### src/rtl/adc_cfg_pkg.sv
// Constants shared by the serial configuration register bank.
// Assumes a 125 MHz system clock that also samples the serial pins.
package adc_cfg_pkg;
  // Register offsets (15-bit serial address space)
  localparam logic [14:0] OFF_SETUP = 15'h0000;
  localparam logic [14:0] OFF_MODE = 15'h0002;
  localparam logic [14:0] OFF_CLASS = 15'h0003;
  localparam logic [14:0] OFF_FAM_LO = 15'h0004;
  localparam logic [14:0] OFF_FAM_HI = 15'h0005;
  localparam logic [14:0] OFF_MAKER_LO = 15'h000c;
  localparam logic [14:0] OFF_MAKER_HI = 15'h000d;
  localparam logic [14:0] OFF_STREAM = 15'h0010;
  localparam logic [14:0] OFF_SYNC = 15'h0029;
  // Field positions
  localparam int SETUP_RST_BIT = 7;
  localparam int SETUP_ASC_BIT = 5;
  localparam int SETUP_IND_BIT = 4;
  localparam int STREAM_HOLD_BIT = 0;
  localparam logic [1:0] MODE_PWR_DOWN = 2'h3;
  // Reset values
  localparam logic [7:0] RST_SETUP = 8'h30;
  localparam logic [7:0] RST_MODE = 8'h00;
  localparam logic [3:0] RST_CLASS_HI = 4'h0;
  localparam logic [7:0] RST_STREAM = 8'h00;
  localparam logic [7:0] RST_SYNC = 8'h00;
  // Frame layout
  localparam logic [3:0] CMD_LAST = 4'hf;
  localparam logic [3:0] BYTE_LAST = 4'h7;
  // Soft reset hold time, rounded up to whole cycles
  localparam int SOFT_RST_NS = 750;
  localparam int CLK_PERIOD_NS = 8;
  localparam logic [7:0] SOFT_RST_CNT =
    8'((SOFT_RST_NS + CLK_PERIOD_NS - 1) / CLK_PERIOD_NS);
  typedef enum logic [1:0] {
    ST_CMD = 2'b00,
    ST_DATA = 2'b01,
    ST_SKIP = 2'b10
  } spi_state_t;
endpackage

### src/rtl/spi_cfg_regs.sv
// Serial configuration and identity register bank of the converter.
// Assumes SCLK, CS_N and SDI are synchronous to CLK and far slower.
// Frame: R/W bit (1 = read), 15-bit address, then streamed data bytes,
// MSB first; SDI sampled on SCLK rise, SDO changes on SCLK fall.

////////////////////////////////////////////////////////////////////////
// What this block does
// - Writing one to soft-reset bit resets all registers; bit reads zero.
// - Streaming address increments when ascend bit is one, else decrements.
// - Output-line indicator always reads one; read data only on SDO.
// - Mode field: zero normal, three power-down, one and two reserved.
// - Four-bit class code is fixed, read-only, ignores writes.
// - Sixteen-bit family code is fixed and read-only.
// - Sixteen-bit maker code is fixed and read-only.
// - Address-freeze bit keeps streaming address constant.
module spi_cfg_regs #(
  parameter logic [3:0] CLASS_CODE = 4'ha,    // Arbitrary value
  parameter logic [15:0] FAMILY_CODE = 16'h1234, // Arbitrary value
  parameter logic [15:0] MAKER_CODE = 16'h5a5a   // Arbitrary value
) (
  input wire logic CLK,
  input wire logic RST_N,
  input wire logic SCLK,
  input wire logic CS_N,
  input wire logic SDI,
  output logic SDO,
  output logic [1:0] MODE,
  output logic POWER_DOWN,
  output logic [7:0] SYNC_CTRL,
  output logic CORE_RST_N
);

  adc_cfg_pkg::spi_state_t st_r;
  logic sclk_q_r;
  logic [3:0] bit_cnt_r;
  logic [15:0] rx_r;
  logic rd_r;
  logic [14:0] addr_r;
  logic [7:0] tx_r;
  logic sdo_r;
  logic [7:0] setup_r;
  logic [7:0] mode_r;
  logic [3:0] class_hi_r;
  logic [7:0] stream_r;
  logic [7:0] sync_r;
  logic pd_r;
  logic [7:0] soft_cnt_r;
  logic core_rst_n_r;

  logic rise;
  logic fall;
  logic busy;
  logic cmd_done;
  logic byte_done;
  logic [7:0] rx_byte;
  logic wr_en;
  logic soft_start;
  logic [14:0] addr_nxt;

  // Read view of one address; unmapped bytes read zero
  function automatic logic [7:0] rd_byte(input logic [14:0] a);
    logic [7:0] d;
    d = 8'h00;
    unique case (a)
      adc_cfg_pkg::OFF_SETUP: begin
        d = setup_r;
        d[adc_cfg_pkg::SETUP_RST_BIT] = 1'b0;
        d[adc_cfg_pkg::SETUP_IND_BIT] = 1'b1;
      end
      adc_cfg_pkg::OFF_MODE: d = mode_r;
      adc_cfg_pkg::OFF_CLASS: d = {class_hi_r, CLASS_CODE};
      adc_cfg_pkg::OFF_FAM_LO: d = FAMILY_CODE[7:0];
      adc_cfg_pkg::OFF_FAM_HI: d = FAMILY_CODE[15:8];
      adc_cfg_pkg::OFF_MAKER_LO: d = MAKER_CODE[7:0];
      adc_cfg_pkg::OFF_MAKER_HI: d = MAKER_CODE[15:8];
      adc_cfg_pkg::OFF_STREAM: d = stream_r;
      adc_cfg_pkg::OFF_SYNC: d = sync_r;
      default: d = 8'h00;
    endcase
    return d;
  endfunction

  ////////////////////////////////////////////////////////////////////////
  // Serial edge detection and frame decode
  assign rise = SCLK & ~sclk_q_r;
  assign fall = ~SCLK & sclk_q_r;
  assign busy = soft_cnt_r != 8'h00;
  assign cmd_done = (st_r == adc_cfg_pkg::ST_CMD) && rise && !CS_N &&
    (bit_cnt_r == adc_cfg_pkg::CMD_LAST);
  assign byte_done = (st_r == adc_cfg_pkg::ST_DATA) && rise && !CS_N &&
    (bit_cnt_r == adc_cfg_pkg::BYTE_LAST);
  assign rx_byte = {rx_r[6:0], SDI};
  assign wr_en = byte_done && !rd_r && !busy;
  assign soft_start = wr_en && (addr_r == adc_cfg_pkg::OFF_SETUP) &&
    rx_byte[adc_cfg_pkg::SETUP_RST_BIT];

  // Next streaming address: hold beats ascend/descend
  always_comb begin
    if (stream_r[adc_cfg_pkg::STREAM_HOLD_BIT]) begin
      addr_nxt = addr_r;
    end else if (setup_r[adc_cfg_pkg::SETUP_ASC_BIT]) begin
      addr_nxt = addr_r + 15'h0001;
    end else begin
      addr_nxt = addr_r - 15'h0001;
    end
  end

  // Previous SCLK level
  always_ff @(posedge CLK or negedge RST_N) begin
    if (!RST_N) begin
      sclk_q_r <= 1'b0;
    end else begin
      sclk_q_r <= SCLK;
    end
  end

  // Frame state; a frame cut by soft reset is dropped until CS_N rises
  always_ff @(posedge CLK or negedge RST_N) begin
    if (!RST_N) begin
      st_r <= adc_cfg_pkg::ST_CMD;
      bit_cnt_r <= 4'h0;
    end else if (CS_N) begin
      st_r <= adc_cfg_pkg::ST_CMD;
      bit_cnt_r <= 4'h0;
    end else if (busy || soft_start) begin
      st_r <= adc_cfg_pkg::ST_SKIP;
      bit_cnt_r <= 4'h0;
    end else if (rise && st_r != adc_cfg_pkg::ST_SKIP) begin
      if (cmd_done || byte_done) begin
        st_r <= adc_cfg_pkg::ST_DATA;
        bit_cnt_r <= 4'h0;
      end else begin
        bit_cnt_r <= bit_cnt_r + 4'h1;
      end
    end
  end

  // Input shifter and command capture
  always_ff @(posedge CLK or negedge RST_N) begin
    if (!RST_N) begin
      rx_r <= 16'h0000;
      rd_r <= 1'b0;
    end else begin
      if (rise && !CS_N) begin
        rx_r <= {rx_r[14:0], SDI};
      end
      if (cmd_done) begin
        rd_r <= rx_r[14];
      end
    end
  end

  // Working address: loaded by command, stepped after each data byte
  always_ff @(posedge CLK or negedge RST_N) begin
    if (!RST_N) begin
      addr_r <= 15'h0000;
    end else if (cmd_done) begin
      addr_r <= {rx_r[13:0], SDI};
    end else if (byte_done) begin
      addr_r <= addr_nxt;
    end
  end

  // Read shifter: byte loaded on the rise, bits leave on falls
  always_ff @(posedge CLK or negedge RST_N) begin
    if (!RST_N) begin
      tx_r <= 8'h00;
      sdo_r <= 1'b0;
    end else if (CS_N) begin
      tx_r <= 8'h00;
      sdo_r <= 1'b0;
    end else if (cmd_done) begin
      tx_r <= rd_byte({rx_r[13:0], SDI});
    end else if (byte_done) begin
      tx_r <= rd_byte(addr_nxt);
    end else if (fall && st_r == adc_cfg_pkg::ST_DATA && rd_r) begin
      sdo_r <= tx_r[7];
      tx_r <= {tx_r[6:0], 1'b0};
    end
  end

  ////////////////////////////////////////////////////////////////////////
  // Soft reset timer; holds registers at defaults for the whole window
  always_ff @(posedge CLK or negedge RST_N) begin
    if (!RST_N) begin
      soft_cnt_r <= 8'h00;
      core_rst_n_r <= 1'b0;
    end else begin
      if (soft_start) begin
        soft_cnt_r <= adc_cfg_pkg::SOFT_RST_CNT;
      end else if (busy) begin
        soft_cnt_r <= soft_cnt_r - 8'h01;
      end
      core_rst_n_r <= !(soft_start || busy);
    end
  end

  // Writable registers; reserved bits kept as plain storage
  always_ff @(posedge CLK or negedge RST_N) begin
    if (!RST_N) begin
      setup_r <= adc_cfg_pkg::RST_SETUP;
      mode_r <= adc_cfg_pkg::RST_MODE;
      class_hi_r <= adc_cfg_pkg::RST_CLASS_HI;
      stream_r <= adc_cfg_pkg::RST_STREAM;
      sync_r <= adc_cfg_pkg::RST_SYNC;
    end else if (soft_start || busy) begin
      setup_r <= adc_cfg_pkg::RST_SETUP;
      mode_r <= adc_cfg_pkg::RST_MODE;
      class_hi_r <= adc_cfg_pkg::RST_CLASS_HI;
      stream_r <= adc_cfg_pkg::RST_STREAM;
      sync_r <= adc_cfg_pkg::RST_SYNC;
    end else if (wr_en) begin
      unique case (addr_r)
        adc_cfg_pkg::OFF_SETUP: setup_r <= rx_byte;
        adc_cfg_pkg::OFF_MODE: mode_r <= rx_byte;
        adc_cfg_pkg::OFF_CLASS: class_hi_r <= rx_byte[7:4];
        adc_cfg_pkg::OFF_STREAM: stream_r <= rx_byte;
        adc_cfg_pkg::OFF_SYNC: sync_r <= rx_byte;
        default: ;
      endcase
    end
  end

  // Registered power-down level; reserved codes run as normal operation
  always_ff @(posedge CLK or negedge RST_N) begin
    if (!RST_N) begin
      pd_r <= 1'b0;
    end else begin
      pd_r <= mode_r[1:0] == adc_cfg_pkg::MODE_PWR_DOWN;
    end
  end

  assign SDO = sdo_r;
  assign MODE = mode_r[1:0];
  assign POWER_DOWN = pd_r;
  assign SYNC_CTRL = sync_r;
  assign CORE_RST_N = core_rst_n_r;

  // Address of the command word completing this cycle; checks watch the
  // byte really loaded into the read shifter, not the decode function
  logic [14:0] cmd_addr;
  assign cmd_addr = {rx_r[13:0], SDI};
endmodule

### config.mk
export PLATFORM = sky130hd
export DESIGN_NAME = spi_cfg_regs
export DESIGN_NICKNAME = d
export VERILOG_FILES = /design/src/rtl/adc_cfg_pkg.sv /design/src/rtl/spi_cfg_regs.sv
export SDC_FILE = /design/constraint.sdc
export NUM_CORES = 1
export LEC_CHECK = 0
export ABC_AREA = 1
export BUFFER_PORTS_ARGS = -buffer_cell sky130_fd_sc_hd__buf_4
export CAP_MARGIN = 25
export CORE_MARGIN = 1
export CORE_UTILIZATION = 53
export DETAILED_ROUTE_END_ITERATION = 12
export PLACE_DENSITY = 0.82
export SLEW_MARGIN = 0
export SYNTH_ARGS = -nofsm -noshare
export SYNTH_HDL_FRONTEND = slang
export SYNTH_SLANG_ARGS = --single-unit
export TNS_END_PERCENT = 5
### constraint.sdc
create_clock -name CLK -period 3.6 [get_ports CLK]
set_input_delay 0.36 -clock CLK [delete_from_list [all_inputs] [get_ports CLK]]
set_output_delay 0.36 -clock CLK [all_outputs]
set_load 0.01 [all_outputs]
==> impl_metrics.json, run 1 <==
{
  "run_status": "finished, final reports clean",
  "grt.total_usage_pct": 28.7,
  "power.leakage_nw": 3.34,
  "critPathMostFrequentCell": "nand2_1",
  "synth_area_leader_cell": "dfrtp_1",
  "timing.critical_path.arrival_ns": 3.65,
  "period_minus_slack_ns": 3.32,
  "synth-seq-area-share_pct": 38.2,
  "die_area_um2": 11700,
  "dr.pass1.iters": 5,
  "power.share.clock_pct": 34.9,
  "clkLatencyLatePin_ns": 0.39,
  "synth_adder_area_share_pct": 3.48,
  "finalSetupViolCount": 0,
  "relSlewSlack_pct": 36.0,
  "peakVddDrop_mv": 0.495,
  "synth_top_area_share_pct": 37.8,
  "crit_cells": 22,
  "sw_frac_of_total_pct": 30.6,
  "drtAntennaViolNets": 0,
  "seq_power_share_pct": 52.6,
  "critPathMaxStageDelay_ns": 0.61,
  "multiplexer_fraction_of_the_synthesized_cell_area_pct": 0,
  "detailedPlace.worstSlack_ns": 0.168,
  "initial_utilization_pct": 54.8,
  "timing.reg2reg.worst_path_depth": 22,
  "max-cap-violations": 0,
  "postSynthNetCount": 889,
  "timing.hold.worst.class": "input pin to flip-flop",
  "synth_area_um2": 5960,
  "cts_buffer_depth": 2,
  "nFillCells": 997,
  "global_route.overflow_total": 0,
  "layout_setup_ws_ns": 0.277,
  "hold_violations": 0,
  "wire_per_inst_um": 15.0,
  "maximum_number_of_pins_on_one_net_before_global_route_repair": 80,
  "port_buffers": 17,
  "path_clk_slew_ns": 0.10,
  "mostFrequentLayoutCell": "nand2_1",
  "critPathRequiredTime_ns": 3.93,
  "syn-instance-count": 868,
  "route.vias.total": 5846,
  "number_of_antenna_violations_at_the_first_check_in_global_routing": 0,
  "cts_inserted_buffers": 9,
  "dp_hpwl_um": 11500,
  "die_h_um": 108,
  "hold_path_depth": 1,
  "grt_pass1_vias": 5382,
  "switching_power_uw": 658,
  "core_area_um2": 10900,
  "power_density_nw_per_um2": 328,
  "std_cell_rows": 38,
  "crit_path_start_kind": "flip-flop",
  "netlist_top_cells_area": "dfrtp_1 (38%), nand2_1 (18%), inv_1 (7.6%)",
  "crit_family": "simple AND/OR/NAND/NOR gates",
  "actual_transition_at_the_worst_max_transition_pin_ns": 0.956,
  "post_synth_and_or_nand_nor_area_fraction_pct": 34.8,
  "grt_pass1_wl_um": 26000,
  "post_synth_num_cell_types": 45,
  "worstSetupPathType": "flip-flop to flip-flop",
  "worst_setup_path_end_kind": "flip-flop",
  "routabilityCongestion": 0.984,
  "layout.nets": 912,
  "layout-drive-gt1-share_pct": 8.59,
  "worstPathMaxFanout": 15,
  "cp_num_buf_inv": 3,
  "power_frac_comb_pct": 12.5,
  "report.power.total_mw": 2.15,
  "synth_top_family_by_area": "simple AND/OR/NAND/NOR gates",
  "worstPathCellList": "clkinvlp_4 > buf_12 > ha_1 > nand2_1 > inv_1 > nand2_1 > nand2_1 > a21oi_1 > nand2_1 > nand2_1 > nand3_1 > nand2_1 > nand3_1 > nor2_4 > o21ai_0 > nand2_1 > nor2_1 > nor2_4 > nand2_1 > nand2_1 > nand2_1 > nand2_1",
  "drc": 0,
  "clock-root-buffer": "clkbuf_8",
  "total_of_warnings_raised_by_yosys": 0,
  "layout_worst_path_cycle_share_pct": 92.3,
  "rr_startpoint": "setup_r[5]$_DFFE_PN1P_",
  "synth-xor-area-share_pct": 0.588,
  "die_x_um": 108,
  "synthesis.area_per_instance_um2": 6.87,
  "postRouteWirelength_um": 15500,
  "area_growth_from_synthesis_to_layout_pct": 10.0,
  "fmax_mhz": 301,
  "mostFrequentLayoutCells": "nand2_1 (278), inv_1 (120), dfrtp_1 (90)",
  "number_of_sinks_driven_by_the_clock_tree": 91,
  "drt_iter0_drc": 613,
  "synth_compound_area_share_pct": 13.1,
  "h-tree-depth": 3,
  "viasPerCell": 5.64,
  "fin_skew_ns": 0.00702,
  "antenna_cell_count": 0,
  "ys_ff_latch": 91,
  "cts_tree": "built",
  "intPower_mw": 1.49,
  "critPathLaunch": "setup_r[5]$_DFFE_PN1P_",
  "cpMaxStageDelayCell": "dfstp_2",
  "worstHoldStart": "SCLK",
  "timing_max_transition_violations_final": 0,
  "number_of_placed_i_o_pins": 18
}
cells in the mapped netlist, drive strengths merged:
cell       n
nor2      81
ha        15
o221ai    13
nor3b      1
clkbuf    11
nand2    282
nor3       9
fa         1
o31ai      2
o21a       2
and2       2
o31a       1
o21ai     68
o211ai     3
buf       12
xor2       3
a22o       2
nor4       5
a21oi     27
dfstp      1
xnor2      1
inv      122
nand3b     3
a221oi     5
a211oi     2
dfrtp     90
o22ai      1
nand3     88
or2        1
o2111ai    2
clkinv     2
nand4      8
a41oi      2
sequential cells by signal, summed over array words and instances (netlist names):
register and flops:
CORE_RST_N 1, POWER_DOWN 1, SDO 1, SYNC_CTRL 8, addr_r 15, bit_cnt_r 4
class_hi_r 4, mode_r 8, rd_r 1, rx_r 15, sclk_q_r 1, setup_r 6
soft_cnt_r 8, st_r 2, stream_r 8, tx_r 8
layer usage:
layer | wire length (µm) | part of all wire [%] | global-route usage, % | up-vias
met5 | 0 | 0 | 0 | -
li1 | - | - | - | 2866
met4 | 452 | 2.9 | 12.5 | 0
met3 | 1440 | 9.3 | 5.67 | 40
met1 | 6890 | 44 | 40.5 | 2680
met2 | 6710 | 43 | 42.6 | 260
stage by stage:
step                TNS, ns  cell area, µm²  hold WS (ns)  util [%]  instances
global route        -0.0828            6560        0.0741      60.2       1036
global placement          0            6260         0.461      57.5       1016
finish                    0            6560        0.0820      60.2       1036
CTS                       0            6480        0.0719      59.5       1032
floorplan                 0            5960        0.0644         -        868
detailed placement        0            6260         0.468      57.5       1016
cell families (layout without fill, tap and decap cells):
group | after synthesis | count (layout)
AOI/OAI and AO/OA | 130 | 130
xor gates and xnor gates | 4 | 4
adders and majority gates | 16 | 16
buffers and inverters | 147 | 175
DFF | 91 | 91
and+or+nand+nor | 480 | 480
cell type report:
type                       instances  area, µm²  area share [%]
inverter                         124        469            7.15
sequential                        91       2280            34.7
clock inverter                     7       92.6            1.41
multi-input combinational        630       3120            47.6
timing repair buffer              35        298            4.54
tap                              140        175            2.67
clock buffer                       9        124            1.89
worst reg2reg max path, stage by stage, from the launching register on:
cell and delay, ns:
dfstp_2 0.61, clkinvlp_4 0.12, buf_12 0.16, ha_1 0.35, nand2_1 0.14, inv_1 0.04, nand2_1 0.08, nand2_1 0.06
a21oi_1 0.21, nand2_1 0.08, nand2_1 0.06, nand3_1 0.06, nand2_1 0.12, nand3_1 0.17, nor2_4 0.30, o21ai_0 0.14
nand2_1 0.11, nor2_1 0.07, nor2_4 0.14, nand2_1 0.09, nand2_1 0.06, nand2_1 0.05, nand2_1 0.06
power by group through the flow:
stage / registers, mW / logic (mW) / clock network, mW
after global routing: 1.14 / 0.306 / 0.803
final: 1.13 / 0.269 / 0.752
after global placement: 1.15 / 0.254 / 0
after floorplan: 1.13 / 0.186 / 0
after CTS: 1.13 / 0.260 / 0.768
after detailed placement: 1.15 / 0.259 / 0
worst paths after layout:
check	endpoint	slack (ns)
worst max-delay path	tx_r[6]$_DFFE_PN0P_	0.28
worst min-delay path	sclk_q_r$_DFF_PN0_	0.08
worst max register to register	tx_r[6]$_DFFE_PN0P_	0.28
worst min register to register	tx_r[0]$_DFFE_PN0P_	0.49
max in group asynchronous	soft_cnt_r[0]$_DFFE_PN0N_	2.64
min in group asynchronous	bit_cnt_r[1]$_DFFE_PN0P_	0.39
timing repair:
| action | in CTS | in global routing |
|---|---|---|
| hold buffers | 0 | 1 |
| setup buffers | 0 | 1 |
| setup endpoints to repair | 0 | 8 |
| endpoints found under the hold margin | 0 | 14 |
| resized for setup | 0 | 4 |
Power figures use the tool's default switching activity.
==> inputs of run 2 (changes only) <==
- PLACE_DENSITY: 0.82 -> 0.7
==> run 2 against run 1 <==
- combinational power is essentially flat
- total power shrank 1.8%
- sequential cell count is the same
- final area is essentially flat
- sequential power is essentially flat
- highest routed layer unchanged
==> impl_metrics.json, run 2 (synthesis gave the netlist of run 1 again) <==
{
  "run_status": "finished, final reports clean",
  "report.power.total_mw": 2.11,
  "timing.hold.worst.class": "input pin to flip-flop",
  "intPower_mw": 1.49,
  "core_area_um2": 10900,
  "number_of_placed_i_o_pins": 18,
  "die_h_um": 108,
  "finalSetupViolCount": 0,
  "worst_setup_path_end_kind": "flip-flop",
  "worstPathMaxFanout": 19,
  "placement.cell_area_um2": 6240,
  "post_placement_cell_count": 1013,
  "multi_input_gate_area_um2": 3120,
  "viasPerCell": 5.60,
  "detailedPlace.worstSlack_ns": 0.201,
  "reg.largest.list": "addr_r: 15 flops, rx_r: 15 flops",
  "nFillCells": 1033,
  "clock-root-buffer": "clkbuf_8",
  "totalNegativeSetupSlack_ns": 0,
  "layout.nets": 911,
  "whs_ns": 0.0891,
  "mostFrequentLayoutCell": "nand2_1",
  "antenna_cell_count": 0,
  "die_x_um": 108,
  "mostFrequentLayoutCells": "nand2_1 (278), inv_1 (120), dfrtp_1 (90)",
  "final_design_area_no_fill_um2": 6570,
  "std_cell_rows": 38,
  "grt_pass1_vias": 5504,
  "drtAntennaViolNets": 0,
  "power_frac_comb_pct": 12.7,
  "wire_per_inst_um": 16.0,
  "route.vias.total": 5797,
  "timing.critical_path.arrival_ns": 3.56,
  "grt.total_usage_pct": 30.2,
  "rsz0062_at_grt": "no",
  "final-seq-area_um2": 2280,
  "fin_skew_ns": 0.00741,
  "actual_transition_at_the_worst_max_transition_pin_ns": 0.940,
  "switching_power_uw": 619,
  "layout_worst_path_cycle_share_pct": 89.9,
  "fmax_mhz": 309,
  "global_route.overflow_total": 0,
  "maximum_number_of_pins_on_one_net_before_global_route_repair": 80,
  "seq_power_share_pct": 53.5,
  "dr.pass1.iters": 5,
  "post-route-util_pct": 60.3,
  "timing_max_transition_violations_final": 0,
  "clkLatencyLatePin_ns": 0.38,
  "power.share.clock_pct": 33.8,
  "routabilityCongestion": 0.916,
  "cts_inserted_buffers": 9,
  "drt_iter0_drc": 532,
  "number_of_antenna_violations_at_the_first_check_in_global_routing": 0,
  "port_buffers": 17,
  "cts_buffer_depth": 2,
  "die_area_um2": 11700,
  "area_growth_from_synthesis_to_layout_pct": 10.1,
  "h-tree-depth": 3,
  "cts_tree": "built",
  "power_density_nw_per_um2": 322,
  "power.leakage_nw": 3.33,
  "relSlewSlack_pct": 37.1,
  "max-cap-violations": 0,
  "layout-drive-gt1-share_pct": 8.38,
  "hold_violations": 0,
  "worstSetupPathType": "flip-flop to flip-flop",
  "grt_pass1_wl_um": 27100,
  "initial_utilization_pct": 54.8,
  "stdcell_count": 1035,
  "peakVddDrop_mv": 0.364,
  "period_minus_slack_ns": 3.24,
  "crit_path_start_kind": "flip-flop",
  "sw_frac_of_total_pct": 29.3,
  "path_clk_slew_ns": 0.09,
  "drc": 0,
  "number_of_sinks_driven_by_the_clock_tree": 91,
  "critPathRequiredTime_ns": 3.92,
  "dp_hpwl_um": 12400,
  "layout_setup_ws_ns": 0.364,
  "postRouteWirelength_um": 16600
}
-- run 2: layout make-up --
class | instances | share of cell area (%)
clock buffers | 10 | 2.10
clock inverters | 6 | 0.953
inverters | 124 | 7.15
multi-input cells | 630 | 47.6
flip-flops and latches | 91 | 34.7
well taps | 140 | 2.67
repair buffers | 34 | 4.88
-- run 2: repair_timing --
item,CTS,global route
gates resized for setup,0,6
endpoints found under the setup margin,0,8
hold buffers,0,1
endpoints found under the hold margin,0,8
buffers inserted,0,3
-- run 2: path summary, 6_finish.rpt --
check                                       start                      to  slack (ns)  depth (start not counted)
setup reg to reg           setup_r[5]$_DFFE_PN1P_     tx_r[7]$_DFFE_PN0P_        0.36                         23
max in group asynchronous                   RST_N     tx_r[6]$_DFFE_PN0P_        2.55                          4
hold / removal                               SCLK      sclk_q_r$_DFF_PN0_        0.09                          1
hold reg to reg               rx_r[9]$_DFFE_PN0P_    rx_r[10]$_DFFE_PN0P_        0.49                          2
min in group asynchronous                   RST_N  addr_r[10]$_DFFE_PN0P_        0.35                          2
setup / recovery           setup_r[5]$_DFFE_PN1P_     tx_r[7]$_DFFE_PN0P_        0.36                         23
-- run 2: power groups by stage --
stage               clock network (mW)  registers (mW)  logic [mW]
finish                           0.714            1.13       0.269
global route                     0.772            1.14       0.307
CTS                              0.730            1.13       0.260
detailed placement                   0            1.15       0.258
global placement                     0            1.15       0.252
floorplan                            0            1.13       0.186
-- run 2: per-layer routing --
| layer | vias to the layer above | routed length, µm | GRT usage [%] |
|---|---|---|---|
| met1 | 2727 | 7590 | 41.6 |
| met2 | 201 | 7700 | 48.8 |
| met3 | 15 | 1060 | 4.28 |
| li1 | 2854 | - | - |
| met5 | - | 0 | 0 |
| met4 | 0 | 227 | 9.69 |
-- run 2: worst max-delay path: stages (launching register included) --
cell	delay, ns
dfstp_2	0.56
clkinvlp_4	0.10
buf_12	0.16
fa_1	0.41
nand2_1	0.13
nand2_1	0.07
nand3_1	0.09
nand2_1	0.12
nand2_1	0.11
nand3_1	0.07
nand3_1	0.08
nand2_1	0.08
nor2_1	0.12
nand2_1	0.12
nor2_4	0.16
buf_12	0.15
o21ai_0	0.09
nand2_1	0.08
nor2_1	0.07
nor2_4	0.14
nand2_1	0.09
nand2_1	0.06
nand2_1	0.05
nand2_1	0.05
==> inputs of run 3 (changes only) <==
- ABC_AREA: 1 -> not set
==> run 3 against run 2 <==
- fmax is 9.7% lower
- sequential power is 4% higher
- non-clock buffer count is 46 higher
- first-iteration DRC count is 12% higher
- highest routed layer unchanged
==> impl_metrics.json, run 3 <==
{
  "rsz0062_at_grt": "yes",
  "timing.hold.worst.class": "input pin to flip-flop",
  "global_route.overflow_total": 0,
  "post-synth-top-count-cell": "dfrtp_1",
  "use_met1_pct": 45.6,
  "grt_pass1_wl_um": 29800,
  "grt_pass1_vias": 5544,
  "dr.pass1.iters": 6,
  "antenna_cell_count": 0,
  "met2_usage_pct": 53.4,
  "layout-drive-gt1-share_pct": 21.3,
  "postSynthNetCount": 688,
  "die_x_um": 108,
  "layout_worst_path_cycle_share_pct": 99.6,
  "core_area_um2": 10900,
  "fin_skew_ns": 0.00695,
  "ff2ff_setup_slack_ns": 0.01,
  "actual_transition_at_the_worst_max_transition_pin_ns": 0.841,
  "power_density_nw_per_um2": 358,
  "drtAntennaViolNets": 0,
  "ys_ff_latch": 91,
  "reg.largest.list": "addr_r: 15 flops, rx_r: 15 flops",
  "maximum_number_of_pins_on_one_net_before_global_route_repair": 75,
  "synth_common_cells": "dfrtp_1 (90), nand2_1 (70), nor2_1 (67)",
  "die_area_um2": 11700,
  "synth_top_area_share_pct": 37.6,
  "clock-root-buffer": "clkbuf_16",
  "syn-instance-count": 667,
  "port_buffers": 17,
  "finalSetupViolCount": 0,
  "max-cap-violations": 0,
  "viasPerCell": 6.54,
  "power.leakage_nw": 3.11,
  "critPathMaxStageDelay_ns": 0.60,
  "relSlewSlack_pct": 43.7,
  "mostFrequentLayoutCell": "dfrtp_1",
  "dp_hpwl_um": 13600,
  "std_cell_rows": 38,
  "placement.cell_area_um2": 6560,
  "synthesis.area_per_instance_um2": 8.98,
  "die_h_um": 108,
  "cts_tree": "built",
  "synth_area_leader_cell": "dfrtp_1",
  "area_growth_from_synthesis_to_layout_pct": 17.2,
  "critPathRequiredTime_ns": 3.86,
  "route.vias.total": 5615,
  "period_minus_slack_ns": 3.59,
  "ys.flop_type": "dfrtp_1",
  "worstSetupPathType": "flip-flop to flip-flop",
  "global_route.usage.met3_pct": 6.57,
  "peakVddDrop_mv": 0.307,
  "worstPathCellList": "inv_1 > ha_1 > a211oi_4 > nor3_1 > or3b_1 > or4_4 > a311oi_4 > a21oi_2 > or3_4 > o31ai_2",
  "total_of_warnings_raised_by_yosys": 0,
  "post_synth_num_cell_types": 74,
  "cts_inserted_buffers": 9,
  "h-tree-depth": 3,
  "worstPathMaxFanout": 7,
  "hold_violations": 0,
  "synth-seq-area-share_pct": 38.1,
  "synth_area_um2": 5990,
  "path_clk_slew_ns": 0.07,
  "cts_buffer_depth": 2,
  "mostFrequentLayoutCells": "dfrtp_1 (90), buf_4 (77), nand2_1 (70)",
  "postRouteWirelength_um": 18700,
  "drt_iter0_drc": 595,
  "drc": 0,
  "wire_per_inst_um": 21.7,
  "number_of_flops_mapped_to_enable_cells_by_yosys": 0,
  "run_status": "finished, final reports clean",
  "ys_async_sr_fraction_pct": 100,
  "routabilityCongestion": 1.04,
  "worst_setup_path_end_kind": "flip-flop",
  "number_of_antenna_violations_at_the_first_check_in_global_routing": 0,
  "number_of_sinks_driven_by_the_clock_tree": 91,
  "timing_max_transition_violations_final": 0,
  "clkLatencyLatePin_ns": 0.34,
  "netlist_top_cells_area": "dfrtp_1 (38%), mux2i_1 (6.2%), nand2_1 (4.4%)",
  "number_of_placed_i_o_pins": 18,
  "fmax_mhz": 279,
  "globalRoute.busiestLayer": "met2",
  "totalNegativeSetupSlack_ns": 0,
  "timing.critical_path.arrival_ns": 3.84,
  "cpMaxStageDelayCell": "or4_4",
  "final_design_area_no_fill_um2": 7010,
  "layout.nets": 735,
  "initial_utilization_pct": 54.7,
  "grt.total_usage_pct": 34.0,
  "crit_path_start_kind": "flip-flop"
}
==> run 3: kinds of logic after synthesis <==
kind of cell	synth area share (%)
adder cells (fa/ha/maj)	3.47
flip-flops	38.1
AND/OR/NAND/NOR	22.5
buffers and inverters	4.16
multiplexers	9.57
XOR/XNOR	2.19
AO/OA/AOI/OAI	20.1
==> run 3: repair_timing <==
item,4_1_cts,5_1_grt
endpoints found under the hold margin,0,27
resized for setup,3,17
endpoints found under the setup margin,5,7
buffers inserted,0,2
hold buffers,0,1
pin swaps,2,3
==> run 3: final cells by class <==
| type | count | area, µm² |
|---|---|---|
| Fill cell | 955 | 3920 |
| Clock buffer | 11 | 243 |
| Sequential cell | 91 | 2280 |
| Multi-Input combinational cell | 518 | 3570 |
| Clock inverter | 5 | 60.1 |
| Timing Repair Buffer | 80 | 636 |
| Inverter | 14 | 52.6 |
| Tap cell | 140 | 175 |
==> run 3: worst paths after layout <==
check,startpoint,cells past startpoint,end
max,setup_r[5]$_DFFE_PN1P_,10,tx_r[4]$_DFFE_PN0P_
min,SCLK,1,sclk_q_r$_DFF_PN0_
max reg2reg,setup_r[5]$_DFFE_PN1P_,10,tx_r[4]$_DFFE_PN0P_
min reg2reg,soft_cnt_r[5]$_DFFE_PN0N_,1,soft_cnt_r[5]$_DFFE_PN0N_
max in group asynchronous,RST_N,4,rx_r[3]$_DFFE_PN0P_
min in group asynchronous,RST_N,2,mode_r[1]$_DFFE_PN0P_
==> run 3: stage by stage <==
stage | utilization (%) | setup WS, ns | instances | total power, mW | hold WS (ns)
final | 64.1 | 0.0147 | 859 | 2.51 | 0.151
after detailed placement | 60.0 | -0.0415 | 839 | 1.55 | 0.448
after global placement | 60.0 | 0.0363 | 839 | 1.54 | 0.456
after floorplan | - | 0.0327 | 667 | 1.37 | 0.0644
after CTS | 62.9 | 0.00973 | 855 | 2.51 | 0.144
after global routing | 64.1 | -0.0845 | 859 | 2.60 | 0.142
==> run 3: power by group <==
group	internal [mW]	switching, mW
Combinational	0.136	0.227
Sequential	1.08	0.0968
Clock	0.560	0.406
==> run 3: routing by layer <==
layer	vias to the layer above	wire, µm	part of all wire (%)
met2	232	8740	47
met5	-	0	0
met3	45	1320	7.1
met1	2751	7910	42
met4	0	690	3.7
li1	2587	-	-
==> run 3: critical path: cells and delay by family (launching register included) <==
family,cells,cell delay (ns)
and+or+nand+nor,4,1.54
buffers and inverters,1,0.15
adders and majority gates,1,0.37
DFF,1,0.53
AOI/OAI and AO/OA,4,0.90
